<file path="config.mk">
export PLATFORM = sky130hd
export DESIGN_NAME = crd_top
export DESIGN_NICKNAME = d
export VERILOG_FILES = /design/src/crd_top.v /design/src/crd_pow2_tick.v
export VERILOG_INCLUDE_DIRS = /design/src
export SDC_FILE = /design/constraint.sdc
export NUM_CORES = 1
export LEC_CHECK = 0
export BUFFER_PORTS_ARGS = -buffer_cell sky130_fd_sc_hd__buf_4
export CORE_ASPECT_RATIO = 1.75
export CORE_MARGIN = 2
export CORE_UTILIZATION = 40
export CTS_CLUSTER_DIAMETER = 60
export CTS_CLUSTER_SIZE = 30
export DETAILED_ROUTE_END_ITERATION = 8
export SYNTH_ARGS = -nofsm -noshare
export SYNTH_HDL_FRONTEND = slang
export SYNTH_SLANG_ARGS = --single-unit
</file>
<file path="constraint.sdc">
create_clock -name mclk -period 5.8 [get_ports mclk]
set_clock_uncertainty 0.15 [all_clocks]
set_input_delay 0.29 -clock mclk [delete_from_list [all_inputs] [get_ports mclk]]
set_output_delay 0.29 -clock mclk [all_outputs]
set_load 0.02 [all_outputs]
</file>
<file path="src/crd_map.vh">
// Register map and constants of the processor clock ratio divider.
// Included by the divider top and its tick generator; definitions only.
`ifndef CRD_MAP_VH
`define CRD_MAP_VH

// Register indices on the plain register port
`define CRD_ADDR_W 4
`define CRD_OFS_CTRL 4'h0
`define CRD_OFS_STAT 4'h1
`define CRD_OFS_RCNT 4'h2

// Control register fields
`define CRD_ROI_BIT 15
`define CRD_DOZE_HI 14
`define CRD_DOZE_LO 12
`define CRD_RATIO_ENABLE_BIT 11
`define CRD_FAST_RC_POSTSCALE_SELECT_HI 10
`define CRD_FAST_RC_POSTSCALE_SELECT_LO 8

// Reset value and writable bits of the control register
`define CRD_CTRL_RST 16'h0000
`define CRD_CTRL_WMASK 16'hFF00
`define CRD_ROI_RST 1'b0

// Status register fields
`define CRD_STAT_SHIFT_HI 3
`define CRD_STAT_SHIFT_LO 0
`define CRD_STAT_ACTIVE_BIT 4
`define CRD_STAT_FRC_BIT 5
`define CRD_STAT_FSHIFT_HI 11
`define CRD_STAT_FSHIFT_LO 8

// Oscillator select code that routes the fast RC postscaler
`define CRD_CURRENT_OSCILLATOR_SELECT_FRC 3'h7

// Fast RC postscaler: power-of-two shift per code
`define CRD_FRC_SH0 4'h0
`define CRD_FRC_SH1 4'h1
`define CRD_FRC_SH2 4'h2
`define CRD_FRC_SH3 4'h3
`define CRD_FRC_SH4 4'h4
`define CRD_FRC_SH5 4'h5
`define CRD_FRC_SH6 4'h6
`define CRD_FRC_SH7 4'h8

// Tick counter width (covers divide-by-256)
`define CRD_CNT_W 8

`endif

</file>
<file path="src/crd_top.v">
// Processor clock ratio divider with fast RC postscaler select.
// Assumes interrupt and oscillator select inputs come from mclk logic.
//
// Notes on behaviour
// RL1: Recovery bit: interrupt clears enable, ratio 1:1.
// RL2: Recovery bit clear: interrupts change nothing.
// RL3: Codes 111/110/101 give 1:128, 1:64, 1:32.
// RL4: Code 000 gives ratio 1:1.
// RL5: Enable set applies selected ratio.
// RL6: Enable clear forces 1:1 ratio.
// RL7: Postscaler applies when oscillator select is 111.
// RL8: Unimplemented bits read zero, ignore writes.
// RL9: Codes 100/011/010/001 give 1:16 to 1:2.
// RL10: Processor enable one cycle in N.
//
// The implementer's own choices: the placing of the registers and the plain strobed port.
`include "crd_map.vh"
`default_nettype none

module crd_top (
    input wire mclk,
    input wire arst_n,
    input wire [`CRD_ADDR_W-1:0] reg_addr,
    input wire [15:0] reg_wdata,
    input wire reg_wr,
    input wire reg_rd,
    output reg [15:0] reg_rdata,
    input wire intr_req,
    input wire [2:0] current_oscillator_select,
    output reg cpu_clk_en,
    output reg periph_clk_en,
    output reg ratio_active,
    output reg internal_fast_rc_clock_en,
    output reg [2:0] fast_rc_postscale_select_out
);

    // Control register fields
    reg recover_on_interrupt;
    reg [2:0] ratio_select;
    reg ratio_enable;
    reg [2:0] fast_rc_postscale_select;

    // Recovery event counter
    reg [7:0] recover_count;

    // Next values
    reg next_recover_on_interrupt;
    reg [2:0] next_ratio_select;
    reg next_ratio_enable;
    reg [2:0] next_fast_rc_postscale_select;
    reg [7:0] next_recover_count;
    reg [15:0] next_rdata;

    // Decode
    wire wr_ctrl;
    wire wr_rcnt;
    wire rd_ctrl;
    wire rd_stat;
    wire rd_rcnt;
    wire [15:0] wdata_masked;
    wire recover_now;

    // Ratio and postscaler datapath
    reg [3:0] cpu_shift;
    reg [3:0] frc_shift;
    wire cpu_run;
    wire frc_run;
    wire cpu_tick;
    wire frc_tick;
    wire [15:0] ctrl_view;
    wire [15:0] stat_view;

    assign wr_ctrl = reg_wr && (reg_addr == `CRD_OFS_CTRL);
    assign wr_rcnt = reg_wr && (reg_addr == `CRD_OFS_RCNT);
    assign rd_ctrl = reg_rd && (reg_addr == `CRD_OFS_CTRL);
    assign rd_stat = reg_rd && (reg_addr == `CRD_OFS_STAT);
    assign rd_rcnt = reg_rd && (reg_addr == `CRD_OFS_RCNT);

    // RL8 mask unimplemented bits
    assign wdata_masked = reg_wdata & `CRD_CTRL_WMASK;

    // RL1 recovery only with bit set
    assign recover_now = intr_req && recover_on_interrupt;

    // Recover-on-interrupt bit, software owned
    always @* begin
        next_recover_on_interrupt = recover_on_interrupt;
        if (wr_ctrl) begin
            next_recover_on_interrupt = wdata_masked[`CRD_ROI_BIT];
        end
    end

    // Ratio select field, software owned
    always @* begin
        next_ratio_select = ratio_select;
        if (wr_ctrl) begin
            next_ratio_select = wdata_masked[`CRD_DOZE_HI:`CRD_DOZE_LO];
        end
    end

    // Ratio enable: software sets, interrupt recovery clears
    always @* begin
        // RL2 hold unless written
        next_ratio_enable = ratio_enable;
        if (wr_ctrl) begin
            next_ratio_enable = wdata_masked[`CRD_RATIO_ENABLE_BIT];
        end
        // RL1 interrupt clears enable
        if (recover_now) begin
            next_ratio_enable = 1'b0;
        end
    end

    // Fast RC postscaler field
    always @* begin
        next_fast_rc_postscale_select = fast_rc_postscale_select;
        if (wr_ctrl) begin
            next_fast_rc_postscale_select = wdata_masked[`CRD_FAST_RC_POSTSCALE_SELECT_HI:`CRD_FAST_RC_POSTSCALE_SELECT_LO];
        end
    end

    // Counts recoveries; a write clears, an event in the same cycle wins unless the count is 8'hFF
    always @* begin
        next_recover_count = recover_count;
        if (wr_rcnt) begin
            next_recover_count = 8'h00;
        end
        if (recover_now && recover_count != 8'hFF) begin
            if (wr_rcnt) begin
                next_recover_count = 8'h01;
            end else begin
                next_recover_count = recover_count + 8'h01;
            end
        end
    end

    always @(posedge mclk or negedge arst_n) begin
        if (!arst_n) begin
            recover_on_interrupt <= `CRD_ROI_RST;
            ratio_select <= 3'h0;
            ratio_enable <= 1'b0;
            fast_rc_postscale_select <= 3'h0;
            recover_count <= 8'h00;
        end else begin
            recover_on_interrupt <= next_recover_on_interrupt;
            ratio_select <= next_ratio_select;
            ratio_enable <= next_ratio_enable;
            fast_rc_postscale_select <= next_fast_rc_postscale_select;
            recover_count <= next_recover_count;
        end
    end

    // Processor ratio shift from field and enable
    always @* begin
        cpu_shift = 4'h0;
        // RL5 apply selected ratio
        if (ratio_enable) begin
            case (ratio_select)
                // RL4 code 000 is 1:1
                3'h0: cpu_shift = 4'h0;
                // RL9 codes 001 to 100
                3'h1: cpu_shift = 4'h1;
                3'h2: cpu_shift = 4'h2;
                3'h3: cpu_shift = 4'h3;
                3'h4: cpu_shift = 4'h4;
                // RL3 codes 101 to 111
                3'h5: cpu_shift = 4'h5;
                3'h6: cpu_shift = 4'h6;
                3'h7: cpu_shift = 4'h7;
                default: cpu_shift = 4'h0;
            endcase
        end
        // RL6 disabled means 1:1
    end

    // Fast RC postscaler shift
    always @* begin
        case (fast_rc_postscale_select)
            3'h0: frc_shift = `CRD_FRC_SH0;
            3'h1: frc_shift = `CRD_FRC_SH1;
            3'h2: frc_shift = `CRD_FRC_SH2;
            3'h3: frc_shift = `CRD_FRC_SH3;
            3'h4: frc_shift = `CRD_FRC_SH4;
            3'h5: frc_shift = `CRD_FRC_SH5;
            3'h6: frc_shift = `CRD_FRC_SH6;
            // RL7 code 111 divides by 256
            3'h7: frc_shift = `CRD_FRC_SH7;
            default: frc_shift = 4'h0;
        endcase
    end

    assign cpu_run = (cpu_shift != 4'h0);

    // RL7 only with fast RC selected
    assign frc_run = (current_oscillator_select == `CRD_CURRENT_OSCILLATOR_SELECT_FRC) && (frc_shift != 4'h0);

    // RL10 processor enable one in N
    crd_pow2_tick u_cpu_tick (
        .mclk(mclk),
        .arst_n(arst_n),
        .run(cpu_run),
        .shift(cpu_shift),
        .tick(cpu_tick)
    );

    // Fast RC postscaled enable
    crd_pow2_tick u_frc_tick (
        .mclk(mclk),
        .arst_n(arst_n),
        .run(frc_run),
        .shift(frc_shift),
        .tick(frc_tick)
    );

    // Register views, unimplemented bits zero
    assign ctrl_view = {recover_on_interrupt, ratio_select, ratio_enable,
                        fast_rc_postscale_select, 8'h00};
    assign stat_view = {4'h0, frc_shift, 2'h0, frc_run, cpu_run, cpu_shift};

    // RL8 unmapped and reserved read zero
    always @* begin
        next_rdata = 16'h0000;
        if (rd_ctrl) begin
            next_rdata = ctrl_view;
        end else if (rd_stat) begin
            next_rdata = stat_view;
        end else if (rd_rcnt) begin
            next_rdata = {8'h00, recover_count};
        end
    end

    // Registered outputs
    always @(posedge mclk or negedge arst_n) begin
        if (!arst_n) begin
            reg_rdata <= 16'h0000;
            cpu_clk_en <= 1'b0;
            periph_clk_en <= 1'b0;
            ratio_active <= 1'b0;
            internal_fast_rc_clock_en <= 1'b0;
            fast_rc_postscale_select_out <= 3'h0;
        end else begin
            reg_rdata <= next_rdata;
            // RL10 peripherals stay at full rate
            cpu_clk_en <= cpu_tick;
            periph_clk_en <= 1'b1;
            ratio_active <= cpu_run;
            internal_fast_rc_clock_en <= frc_tick;
            fast_rc_postscale_select_out <= fast_rc_postscale_select;
        end
    end

endmodule // crd_top

`default_nettype wire

</file>
<file path="src/crd_pow2_tick.v">
// Power-of-two tick generator: one pulse every 2^shift clocks.
// Assumes shift of at most 8 and a single clock domain.
`include "crd_map.vh"
`default_nettype none

module crd_pow2_tick (
    input wire mclk,
    input wire arst_n,
    input wire run,
    input wire [3:0] shift,
    output reg tick
);

    wire [8:0] span;
    wire [8:0] span_m1;
    wire [`CRD_CNT_W-1:0] limit;
    wire wrap;
    reg [`CRD_CNT_W-1:0] cnt;
    reg [3:0] shift_q;
    reg [`CRD_CNT_W-1:0] next_cnt;

    assign span = 9'h001 << shift;
    assign span_m1 = span - 9'h001;
    assign limit = span_m1[`CRD_CNT_W-1:0];
    assign wrap = (cnt >= limit);

    // Restart the phase on any change of ratio
    always @* begin
        if (!run || shift != shift_q || wrap) begin
            next_cnt = {`CRD_CNT_W{1'b0}};
        end else begin
            next_cnt = cnt + 8'h01;
        end
    end

    always @(posedge mclk or negedge arst_n) begin
        if (!arst_n) begin
            cnt <= 8'h00;
            shift_q <= 4'h0;
            tick <= 1'b0;
        end else begin
            cnt <= next_cnt;
            shift_q <= shift;
            tick <= !run || (wrap && shift == shift_q);
        end
    end

endmodule // crd_pow2_tick

`default_nettype wire

</file>
# ---- Word level (Yosys, flattened, before mapping)
# Memories as Yosys holds them, arrays and structs flattened.
# Index checks and enable logic that the tools add are counted.
dict set report totals {
  romBits 56
  inputBits 28
  reg_bits 65
  mem_count 2
  output_inout_bits 23
}
# memory depth word_bits read_ports rd_ports_with_merged_regs write_ports line_no
set memory_table {}
lappend memory_table {{(no name shown)} 8 4 1 0 0 crd_top.v:178} ;# case (fast_rc_postscale_select)
lappend memory_table {{(no name shown)} 8 3 1 0 0 crd_top.v:158} ;# case (ratio_select)
dict set report op_classes {
  addsub 5
  shift 2
  magnitude_cmp 2
  n_reduce_logical 23
  n_mux 11
  eq_ne 8
}
# op count
set op_table {}
lappend op_table {{2-to-1 mux 8 bit} 6}
lappend op_table {{adder 8 x 1 -> 8 bit, second input constant} 3}
lappend op_table {{greater-or-equal comparator 8 bit} 2}
lappend op_table {{2-to-1 mux 16 bit} 1}
lappend op_table {{left shift 1 x 4 -> 8 bit, first input constant} 2}
lappend op_table {{subtractor 8 x 1 -> 8 bit, second input constant} 2}
lappend op_table {{2-to-1 mux 12 bit} 1}
lappend op_table {{logical AND 1 bit} 10}
lappend op_table {{== test 4 bit} 2}
lappend op_table {{!= test 4 bit} 2}
lappend op_table {{!= test 8 bit, second input constant} 1}
lappend op_table {{nonzero test 4 bit} 2}
lappend op_table {{logical OR 1 bit} 6}
lappend op_table {{== test 4 x 1 -> 1 bit, second input constant} 1}
lappend op_table {{== test 4 x 2 -> 1 bit, second input constant} 1}
lappend op_table {{zero test 4 bit} 1}
lappend op_table {{2-to-1 mux 4 bit} 1}
lappend op_table {{nonzero test 2 bit} 2}
lappend op_table {{== test 3 bit, second input constant} 1}
lappend op_table {{zero test 1 bit} 2}
lappend op_table {{2-to-1 mux 1 bit} 2}

# ---- Depth between registers and ports, before layout
# Gate-level depths: netlist of run 1.
# An unclocked memory read counts as a cell.
dict set report logic_depth {
  word_depth 7
  mapped_depth 14
  depth_no_buf 12
}

# ---- Hierarchy
# A second synthesis of run 1 with hierarchy kept.
dict set report unflattened {
  cells_unflattened 297
  hier_area_um2 3385.7
}
# mod area_each_um2 cells_each instances
set modules_own_cells {}
lappend modules_own_cells {crd_top 1606.5 126 1}
lappend modules_own_cells {{crd_pow2_tick at u_frc_tick} 890.9 85 1}
lappend modules_own_cells {{crd_pow2_tick at u_cpu_tick} 888.4 86 1}

# ---- Worst setup path after synthesis of run 1
# Ideal clock, no wire load.
dict set report synth_path {
  path_type {register -> register}
  startpoint {register ratio_select[1]}
  endpoint {register u_cpu_tick.cnt[1]}
  slack_ns 3.050
  t_arrival_ns 2.494
  setup_ns 0.105
  path_stages_with_launch 13
  cell_sequence {dfrtp_1 -> buf_2 -> o31a_1 -> ha_1 -> nor2_1 -> nand2_1 -> nand2_1 -> a32oi_1 -> ha_1 -> and2_1 -> a221oi_2 -> o211ai_2 -> nor4b_1}
}
dict set report synth_between {
  elab_chain_cells 7
  word_cells_on_any_way 11
}
# item line_no
set synth_lines {}
lappend synth_lines {{start, declared} crd_top.v:39} ;# reg [2:0] ratio_select;
lappend synth_lines {{start signal, assigned} crd_top.v:146} ;# ratio_select <= next_ratio_select;
lappend synth_lines {{memory (8 x 3 bit)} --}
lappend synth_lines {{2-to-1 mux 4 bit} crd_top.v:157} ;# if (ratio_enable) begin
lappend synth_lines {{nonzero test 4 bit} crd_top.v:192} ;# assign cpu_run = (cpu_shift != 4'h0);
lappend synth_lines {{via cpu_run} crd_top.v:66} ;# wire cpu_run;
lappend synth_lines {{zero test 1 bit} crd_pow2_tick.v:29} ;# if (!run || shift != shift_q || wrap) begin
lappend synth_lines {{logical OR 1 bit (2 in series)} crd_pow2_tick.v:29}
lappend synth_lines {{2-to-1 mux 8 bit} crd_pow2_tick.v:29}
lappend synth_lines {{via u_cpu_tick.next_cnt[1]} crd_pow2_tick.v:20} ;# reg [`CRD_CNT_W-1:0] next_cnt;
lappend synth_lines {{end signal, assigned} crd_pow2_tick.v:42} ;# cnt <= next_cnt;
lappend synth_lines {{end, declared} crd_pow2_tick.v:18} ;# reg [`CRD_CNT_W-1:0] cnt;
# The timed path passes the listed nets, and every way through them passes these cells.
# A chain may end at the register's enable or synchronous reset.

# ---- Worst setup path after layout of run 1
dict set report layout_path {
  startpoint {register ratio_select[1]}
  endpoint {register u_cpu_tick.cnt[3]}
}
# Same word-level chain as after synthesis.

==> results of run 1 <==
## synthesized netlist by cell type, types with 2 or more instances
cell	number	area share, %
sky130_fd_sc_hd__o21ai_0	13	2.0
sky130_fd_sc_hd__and3_1	3	0.59
sky130_fd_sc_hd__o21a_1	4	0.94
sky130_fd_sc_hd__a21o_1	5	1.2
sky130_fd_sc_hd__nand3_1	12	1.9
sky130_fd_sc_hd__dfrtp_1	64	50
sky130_fd_sc_hd__mux2_2	7	2.5
sky130_fd_sc_hd__a22o_1	3	0.82
sky130_fd_sc_hd__nand2_1	26	3.1
sky130_fd_sc_hd__nor2_1	15	1.8
sky130_fd_sc_hd__o2111ai_1	3	0.82
sky130_fd_sc_hd__xor2_1	12	3.3
sky130_fd_sc_hd__inv_1	6	0.71
sky130_fd_sc_hd__a21oi_1	4	0.63
sky130_fd_sc_hd__buf_2	3	0.47
sky130_fd_sc_hd__and2_1	14	2.7
sky130_fd_sc_hd__o22ai_1	2	0.39
sky130_fd_sc_hd__o21bai_1	2	0.47
sky130_fd_sc_hd__nor4b_1	2	0.55
sky130_fd_sc_hd__nor4_1	15	2.9
sky130_fd_sc_hd__nor2b_1	2	0.39
sky130_fd_sc_hd__buf_4	2	0.47
sky130_fd_sc_hd__nand3b_1	4	0.94
sky130_fd_sc_hd__nor3_1	4	0.63
sky130_fd_sc_hd__or3_1	4	0.78
sky130_fd_sc_hd__mux2i_1	2	0.63
sky130_fd_sc_hd__nand4_1	5	0.98
sky130_fd_sc_hd__ha_1	20	7.8
sky130_fd_sc_hd__xnor2_1	5	1.4
## placed cells by master, fill, tap and decap left out, types with 9 or more instances in the layout
cell | netlist | layout
sky130_fd_sc_hd__nand2_1 | 26 | 26
sky130_fd_sc_hd__clkbuf_16 | 0 | 9
sky130_fd_sc_hd__nor4_1 | 15 | 15
sky130_fd_sc_hd__and2_1 | 14 | 14
sky130_fd_sc_hd__nor2_1 | 15 | 15
sky130_fd_sc_hd__xor2_1 | 12 | 12
sky130_fd_sc_hd__buf_4 | 2 | 42
sky130_fd_sc_hd__ha_1 | 20 | 20
sky130_fd_sc_hd__nand3_1 | 12 | 12
sky130_fd_sc_hd__dfrtp_1 | 64 | 64
sky130_fd_sc_hd__o21ai_0 | 13 | 13
## per-stage QoR
stage | hold WS (ns) | setup WS, ns
2_1_floorplan | -0.156 | 3.05
3_3_place_gp | 0.184 | 2.77
3_5_place_dp | 0.186 | 2.72
4_1_cts | 0.0182 | 2.72
5_1_grt | 0.0311 | 2.45
6_report | 0.0229 | 2.71
## power groups by stage
| stage | clock network [µW] | registers (µW) | logic [µW] |
|---|---|---|---|
| floorplan | 0 | 538 | 155 |
| global placement | 0 | 554 | 210 |
| detailed placement | 0 | 555 | 216 |
| CTS | 555 | 548 | 219 |
| global route | 577 | 556 | 242 |
| finish | 545 | 548 | 216 |
## sequential cells by signal (all words and copies together) (netlist names)
| signal | flops |
|---|---|
| ratio_active | 1 |
| fast_rc_postscale_select | 3 |
| u_cpu_tick.tick | 1 |
| recover_on_interrupt | 1 |
| fast_rc_postscale_select_out | 3 |
| cpu_clk_en | 1 |
| ratio_select | 3 |
| internal_fast_rc_clock_en | 1 |
| reg_rdata | 16 |
| u_frc_tick.cnt | 8 |
| u_frc_tick.shift_q | 4 |
| recover_count | 8 |
| u_frc_tick.tick | 1 |
| u_cpu_tick.cnt | 8 |
| u_cpu_tick.shift_q | 3 |
| ratio_enable | 1 |
| periph_clk_en | 1 |
## layout make-up
| type | count | area [µm²] |
|---|---|---|
| Multi-Input combinational cell | 214 | 1530 |
| Inverter | 6 | 22.5 |
| Clock inverter | 6 | 67.6 |
| Sequential cell | 64 | 1600 |
| Fill cell | 710 | 3960 |
| Tap cell | 90 | 113 |
| Timing Repair Buffer | 43 | 325 |
| Clock buffer | 10 | 239 |
## worst max-delay path by stage
| stage | slack [ns] | end | cells past startpoint | start |
|---|---|---|---|---|
| after floorplan | 3.05 | u_cpu_tick.cnt[1] | 12 | ratio_select[1] |
| after detailed placement | 2.72 | u_cpu_tick.cnt[4] | 11 | ratio_select[1] |
| after global routing | 2.45 | u_cpu_tick.cnt[4] | 11 | ratio_enable |
| final | 2.71 | u_cpu_tick.cnt[3] | 11 | ratio_select[1] |
| after CTS | 2.72 | u_cpu_tick.cnt[4] | 11 | ratio_select[1] |
| after global placement | 2.77 | u_cpu_tick.cnt[1] | 11 | ratio_select[1] |
## worst max-delay path, cell delays in order (launching register included)
cell,delay [ns]
sky130_fd_sc_hd__dfrtp_1,0.47
sky130_fd_sc_hd__o31a_1,0.45
sky130_fd_sc_hd__ha_1,0.30
sky130_fd_sc_hd__nor2_1,0.10
sky130_fd_sc_hd__nand2_1,0.05
sky130_fd_sc_hd__nand2_1,0.07
sky130_fd_sc_hd__a32oi_1,0.10
sky130_fd_sc_hd__ha_1,0.28
sky130_fd_sc_hd__and2_1,0.16
sky130_fd_sc_hd__a221oi_2,0.28
sky130_fd_sc_hd__o211ai_2,0.24
sky130_fd_sc_hd__nor4_1,0.32
## per-layer routing
layer | up-vias | global-route usage (%)
met2 | 39 | 30.9
li1 | 1154 | -
met3 | 13 | 4.30
met1 | 1187 | 19.2
met5 | - | 0
met4 | 0 | 8.84
## cell families after synthesis
group	Yosys count	synth area share [%]
AO/OA/AOI/OAI	50	11.5
flip-flops	64	50.2
buffers and inverters	13	2.12
XOR/XNOR	18	5.17
other	1	0.117
AND/OR/NAND/NOR	115	20.0
multiplexers	9	3.10
adder cells (fa/ha/maj)	20	7.84
## timing repair
action                    4_1_cts  5_1_grt
hold endpoints to repair       64        0
buffers inserted                0        0
hold buffers                    1        0
==> results.json, run 1 <==
{
  "grt_antenna_before_repair": 0,
  "grt_max_degree": 65,
  "p_leak_uw": 0.00183,
  "min_delay_path_depth": 2,
  "route.final.wire_length_um": 6930,
  "overall_power_consumption_uw": 1310,
  "clock_transition_time_at_the_flip_flop_clock_pins_of_the_worst_setup_and_hold_paths_ns": 0.06,
  "core_region_area_um2": 7860,
  "finalSetupViolations": 0,
  "timing.critical_path.to_type": "register",
  "floorplan.initialDensity_pct": 40.6,
  "area.growth.synth_to_final_pct": 22.0,
  "dpl.hpwl_um": 5020,
  "combPwrFrac_pct": 16.5,
  "worst_slew_pin_slew_ns": 0.806,
  "holdCritStartpoint": "intr_req",
  "finalWeightedCongestion": 0.829,
  "min_delay_worst_endpoint": "ratio_enable",
  "detail_route.first_pass.iterations": 4,
  "async_flop_share_pct": 100,
  "cts_made_buffers": 9,
  "buffer_ports.inserted": 42,
  "rrSetupSlack_ns": 2.71,
  "root_buffer": "sky130_fd_sc_hd__clkbuf_16",
  "postCtsResizedCells": 0,
  "critical_path.reg2reg.endpoint": "u_cpu_tick.cnt[3]",
  "holdCritPathClass": "in2reg",
  "first_global_vias": 2446,
  "dieHeight_um": 122,
  "rsz0062_at_grt": "false",
  "cap_viol_max_count": 0,
  "grt_first_pass_wirelength_um": 11700,
  "highest_signal_layer_in_the_routed_design": "met4",
  "ant_cells": 0,
  "cts.sink_count": 64,
  "max_clock_freq_mhz": 323,
  "timing.max_slew.rel_slack_pct": 45.9,
  "cts_tree": "done",
  "rows": 43,
  "critPathArrivalTime_ns": 3.16,
  "clock_path_buffers": 2,
  "timing.final.crit_share_pct": 53.3,
  "critical_path_class": "reg2reg",
  "internal_power_of_the_cells_uw": 927,
  "via_per_inst": 5.53,
  "totalNegativeSetupSlack_ns": 0,
  "net-switching-power_uw": 382,
  "final_util_pct": 49.6,
  "regToRegStartpoint": "ratio_select[1]",
  "drtIter0Drc": 65,
  "met2_length_um": 3860,
  "postSynthAreaPerCell_um2": 11.0,
  "hold_viol_final": 0,
  "design_area_um2": 3900,
  "ys_types": 56,
  "detail_route.drc_violations": 0,
  "synth_ff_type": "sky130_fd_sc_hd__dfrtp_1",
  "outcome": "completed",
  "track_usage_pct": 17.5,
  "netlist_area_um2": 3190,
  "detail_route.wl_per_cell_um": 16.0,
  "yosysSeqAreaShare_pct": 50.2,
  "clk_latency_ns": 0.33,
  "detail_route.wirelength.met1_um": 2700,
  "syn_inst": 290,
  "cp_data_required_time_ns": 5.87,
  "grt_overflow": 0,
  "share_clk_of_total_power_pct": 41.7,
  "synth_enable_flop_cells": 0,
  "number_of_cells_on_the_worst_reg_to_reg_path": 11,
  "swShare_pct": 29.2,
  "vdd.ir_drop.worst_mv": 0.172,
  "synth.ff_latch_count": 64,
  "seq_power_share_pct": 41.8,
  "io_pins": 51,
  "drtAntennaViolNets": 0,
  "nNetsFinal": 386,
  "pwr_density_cell_nw_per_um2": 336,
  "die-area_um2": 8740,
  "dr_total_vias": 2393,
  "placedInstanceArea_um2": 3580,
  "report.final.slew_viol_count": 0,
  "layout.cells.non_filler": 433,
  "htree_num_levels": 3,
  "startpoint_type": "register",
  "yosysWarnings": 0,
  "placed_cells_incl_taps": 416,
  "finalWorstPathRequiredPeriod_ns": 3.09,
  "drive_above_1_share_pct": 21.9,
  "critical_path_peak_fanout": 10,
  "die_width_um": 71.5,
  "met3RoutedLength_um": 211
}
Power figures use the tool's default switching activity.
==> inputs of run 2 (changes only) <==
--- a/config.mk
+++ b/config.mk
@@ -6,6 +6,7 @@
 export SDC_FILE = /design/constraint.sdc
 export NUM_CORES = 1
 export LEC_CHECK = 0
+export ABC_AREA = 1
 export BUFFER_PORTS_ARGS = -buffer_cell sky130_fd_sc_hd__buf_4
 export CORE_ASPECT_RATIO = 1.75
 export CORE_MARGIN = 2
==> constraint.sdc (replaced) <==
create_clock -name mclk -period 3.07 [get_ports mclk]
set_clock_uncertainty 0.15 [all_clocks]
set_input_delay 0.1535 -clock mclk [delete_from_list [all_inputs] [get_ports mclk]]
set_output_delay 0.1535 -clock mclk [all_outputs]
set_load 0.02 [all_outputs]
==> run 2 against run 1 <==
Net effect: critical path depth is 1 higher; combinational power grew 110%; clock power is 74% higher; final area increased by 2.6%; synthesized area rose by 0.59%; worst hold slack worse by 0.0041 ns; critical path type unchanged; largest power group unchanged.
==> results.json, run 2 <==
{
  "outcome": "completed",
  "syn_inst": 374,
  "crit_path_top_cell_by_count": "sky130_fd_sc_hd__nand2_1",
  "drive_above_1_share_pct": 15.5,
  "synth.top_cells.by_area": "sky130_fd_sc_hd__dfrtp_1 (50%), sky130_fd_sc_hd__nand2_1 (10%), sky130_fd_sc_hd__ha_1 (7.8%)",
  "rows": 43,
  "timing.critical_path.to_type": "register",
  "share_of_synthesized_cell_area_in_full_adder_half_adder_and_majority_cells_pct": 7.79,
  "detail_route.wl_per_cell_um": 13.2,
  "critical_path_peak_fanout": 9,
  "fin_ws_ns": 0.629,
  "synth-compound-area-share_pct": 6.78,
  "holdCritStartpoint": "reg_rd",
  "ys_types": 31,
  "finalWeightedCongestion": 0.786,
  "yosysWarnings": 0,
  "timing.final.crit_share_pct": 79.5,
  "clock_transition_time_at_the_flip_flop_clock_pins_of_the_worst_setup_and_hold_paths_ns": 0.05,
  "number_of_cells_on_the_worst_reg_to_reg_path": 12,
  "report.final.slew_viol_count": 0,
  "synth_top_area_share_pct": 49.9,
  "postSynthAreaPerCell_um2": 8.59,
  "root_buffer": "sky130_fd_sc_hd__clkbuf_16",
  "via_per_inst": 5.02,
  "grt_max_degree": 65,
  "critPathArrivalTime_ns": 2.51,
  "overall_power_consumption_uw": 2430,
  "cts_made_buffers": 9,
  "yosys.area_share.xor_xnor_pct": 3.27,
  "synthDominantAreaCellType": "sky130_fd_sc_hd__dfrtp_1",
  "worst_slew_pin_slew_ns": 0.824,
  "min_delay_path_depth": 3,
  "most_frequent_standard_cell_in_the_layout_excluding_fill_and_tap_cells": "sky130_fd_sc_hd__nand2_1",
  "synth_ff_type": "sky130_fd_sc_hd__dfrtp_1",
  "pwr_density_cell_nw_per_um2": 607,
  "regToRegStartpoint": "ratio_enable",
  "cap_viol_max_count": 0,
  "startpoint_type": "register",
  "cp_delay_by_family_top": "simple AND/OR/NAND/NOR gates",
  "finalSetupViolations": 0,
  "die-area_um2": 8790,
  "rrSetupSlack_ns": 0.63,
  "finalWorstPathRequiredPeriod_ns": 2.44,
  "grt_first_pass_wirelength_um": 11900,
  "detail_route.first_pass.iterations": 4,
  "critPathMaxStageDelay_ns": 0.46,
  "dominant_combinational_cell_family_by_area_after_synthesis": "simple AND/OR/NAND/NOR gates",
  "yosysSeqAreaShare_pct": 49.9,
  "core_region_area_um2": 7860,
  "clk_latency_ns": 0.32,
  "drtAntennaViolNets": 0,
  "dr_total_vias": 2657,
  "fin_hold_ws_ns": 0.0188,
  "totalNegativeSetupSlack_ns": 0,
  "synth.ff_latch_count": 64,
  "cp_data_required_time_ns": 3.13,
  "htree_num_levels": 3,
  "buffer_ports.inserted": 42,
  "vdd.ir_drop.worst_mv": 0.470,
  "first_global_vias": 2626,
  "synth-simple-area-share_pct": 25.1,
  "hold_viol_final": 0,
  "dpl.hpwl_um": 5170,
  "drtIter0Drc": 119,
  "p_leak_uw": 0.00206,
  "rsz0062_at_grt": "false",
  "post-synth-top-count-cell": "sky130_fd_sc_hd__nand2_1",
  "ant_cells": 0,
  "critical_path_class": "reg2reg",
  "timing.max_slew.rel_slack_pct": 45.1,
  "dieHeight_um": 123,
  "cts.sink_count": 64,
  "nNetsFinal": 482,
  "synth.cells.most_frequent": "sky130_fd_sc_hd__nand2_1 (86), sky130_fd_sc_hd__dfrtp_1 (64), sky130_fd_sc_hd__inv_1 (50)",
  "grt_antenna_before_repair": 0,
  "max_clock_freq_mhz": 410,
  "netlist_area_um2": 3210,
  "detail_route.drc_violations": 0,
  "io_pins": 51,
  "async_flop_share_pct": 100,
  "largest_register": "reg_rdata",
  "route.final.wire_length_um": 6960,
  "track_usage_pct": 17.8,
  "grt_overflow": 0,
  "critical_path.reg2reg.endpoint": "u_cpu_tick.tick",
  "flip_flop_count_of_the_largest_register_all_copies_and_words_added": 16,
  "ordered_cell_list_for_the_critical_path": "nand2_1, nand3_1, ha_1, o21ai_0, xor2_1, ha_1, nand2_1, nor2_1, nor3_1, nand2_1, nand3_1, nand2_1",
  "die_width_um": 71.7,
  "synth_enable_flop_cells": 0,
  "postCtsResizedCells": 0,
  "muxShareOfSynthArea_pct": 0,
  "critical_path.n_buffers_inverters": 0,
  "critical_path.slowest_cell": "sky130_fd_sc_hd__dfrtp_1",
  "holdCritPathClass": "in2reg",
  "min_delay_worst_endpoint": "reg_rdata[9]",
  "clock_path_buffers": 2,
  "floorplan.initialDensity_pct": 40.9,
  "pre_cts_ws_ns": 0.579,
  "area.growth.synth_to_final_pct": 24.5,
  "cts_tree": "done",
  "layout.cells.most_common_list": "sky130_fd_sc_hd__nand2_1 (86), sky130_fd_sc_hd__dfrtp_1 (64), sky130_fd_sc_hd__inv_1 (50)"
}
-- run 2: cell count changes after synthesis, sizes merged, moves of 4 or more --
| cell | change |
|---|---|
| a21o | -4 |
| a21oi | +5 |
| and2 | -14 |
| inv | +45 |
| mux2 | -7 |
| nand2 | +63 |
| nand3 | +12 |
| nor2 | +18 |
| nor3 | +17 |
| nor4 | -14 |
| o21ai | +9 |
| or3 | -4 |
| xor2 | -5 |
-- run 2: layout make-up --
cell class	instances	area, µm²
flip-flops and latches	64	1600
fillers	761	3860
inverters	51	191
well taps	90	113
clock buffers	13	270
clock inverters	3	15.0
multi-input cells	255	1390
repair buffers	53	420
-- run 2: layer usage --
metal  track usage (%)  vias to the layer above  wire [µm]
met5                 0                        -          0
met4              7.78                        0        144
met3              4.27                       12        222
met2              32.3                       41       3890
met1              19.2                     1275       2700
li1                  -                     1329          -
-- run 2: how the worst max path moves through the flow --
stage	start	end	slack, ns	depth (start not counted)
finish	ratio_enable	u_cpu_tick.tick	0.63	12
detailed placement	ratio_enable	u_cpu_tick.tick	0.58	12
global placement	ratio_enable	u_cpu_tick.tick	0.61	12
floorplan	ratio_enable	u_cpu_tick.tick	0.75	12
CTS	ratio_enable	u_cpu_tick.tick	0.57	12
global route	ratio_enable	u_cpu_tick.cnt[4]	0.36	11
-- run 2: power by group --
group / switching, µW / internal, µW / total (µW) / leakage (µW)
clock: 342 / 607 / 949 / 0.000145
combinational: 275 / 177 / 452 / 0.00107
sequential: 87.1 / 939 / 1030 / 0.000840
total: 704 / 1720 / 2430 / 0.00206
-- run 2: tightest hold or removal path: stages --
cell and delay (ns):
sky130_fd_sc_hd__buf_4 0.11, sky130_fd_sc_hd__nand3_1 0.09, sky130_fd_sc_hd__o21ai_0 0.10
-- run 2: repair_timing --
item,in CTS,in global routing
hold buffers,9,0
buffers inserted,0,0
endpoints found under the hold margin,72,0
-- run 2: cell families after synthesis --
group           Yosys count
buf+inv                  56
compound gates           40
other cells               1
fa+ha+maj                20
simple gates            181
flops                    64
xor+xnor                 12
-- run 2: through the flow --
stage / instances / cell area, µm² / utilization, %
floorplan: 375 / 3220 / -
CTS: 529 / 4000 / 50.9
finish: 529 / 4000 / 50.9
global placement: 504 / 3620 / 46.1
detailed placement: 504 / 3620 / 46.1
global route: 529 / 4000 / 50.9
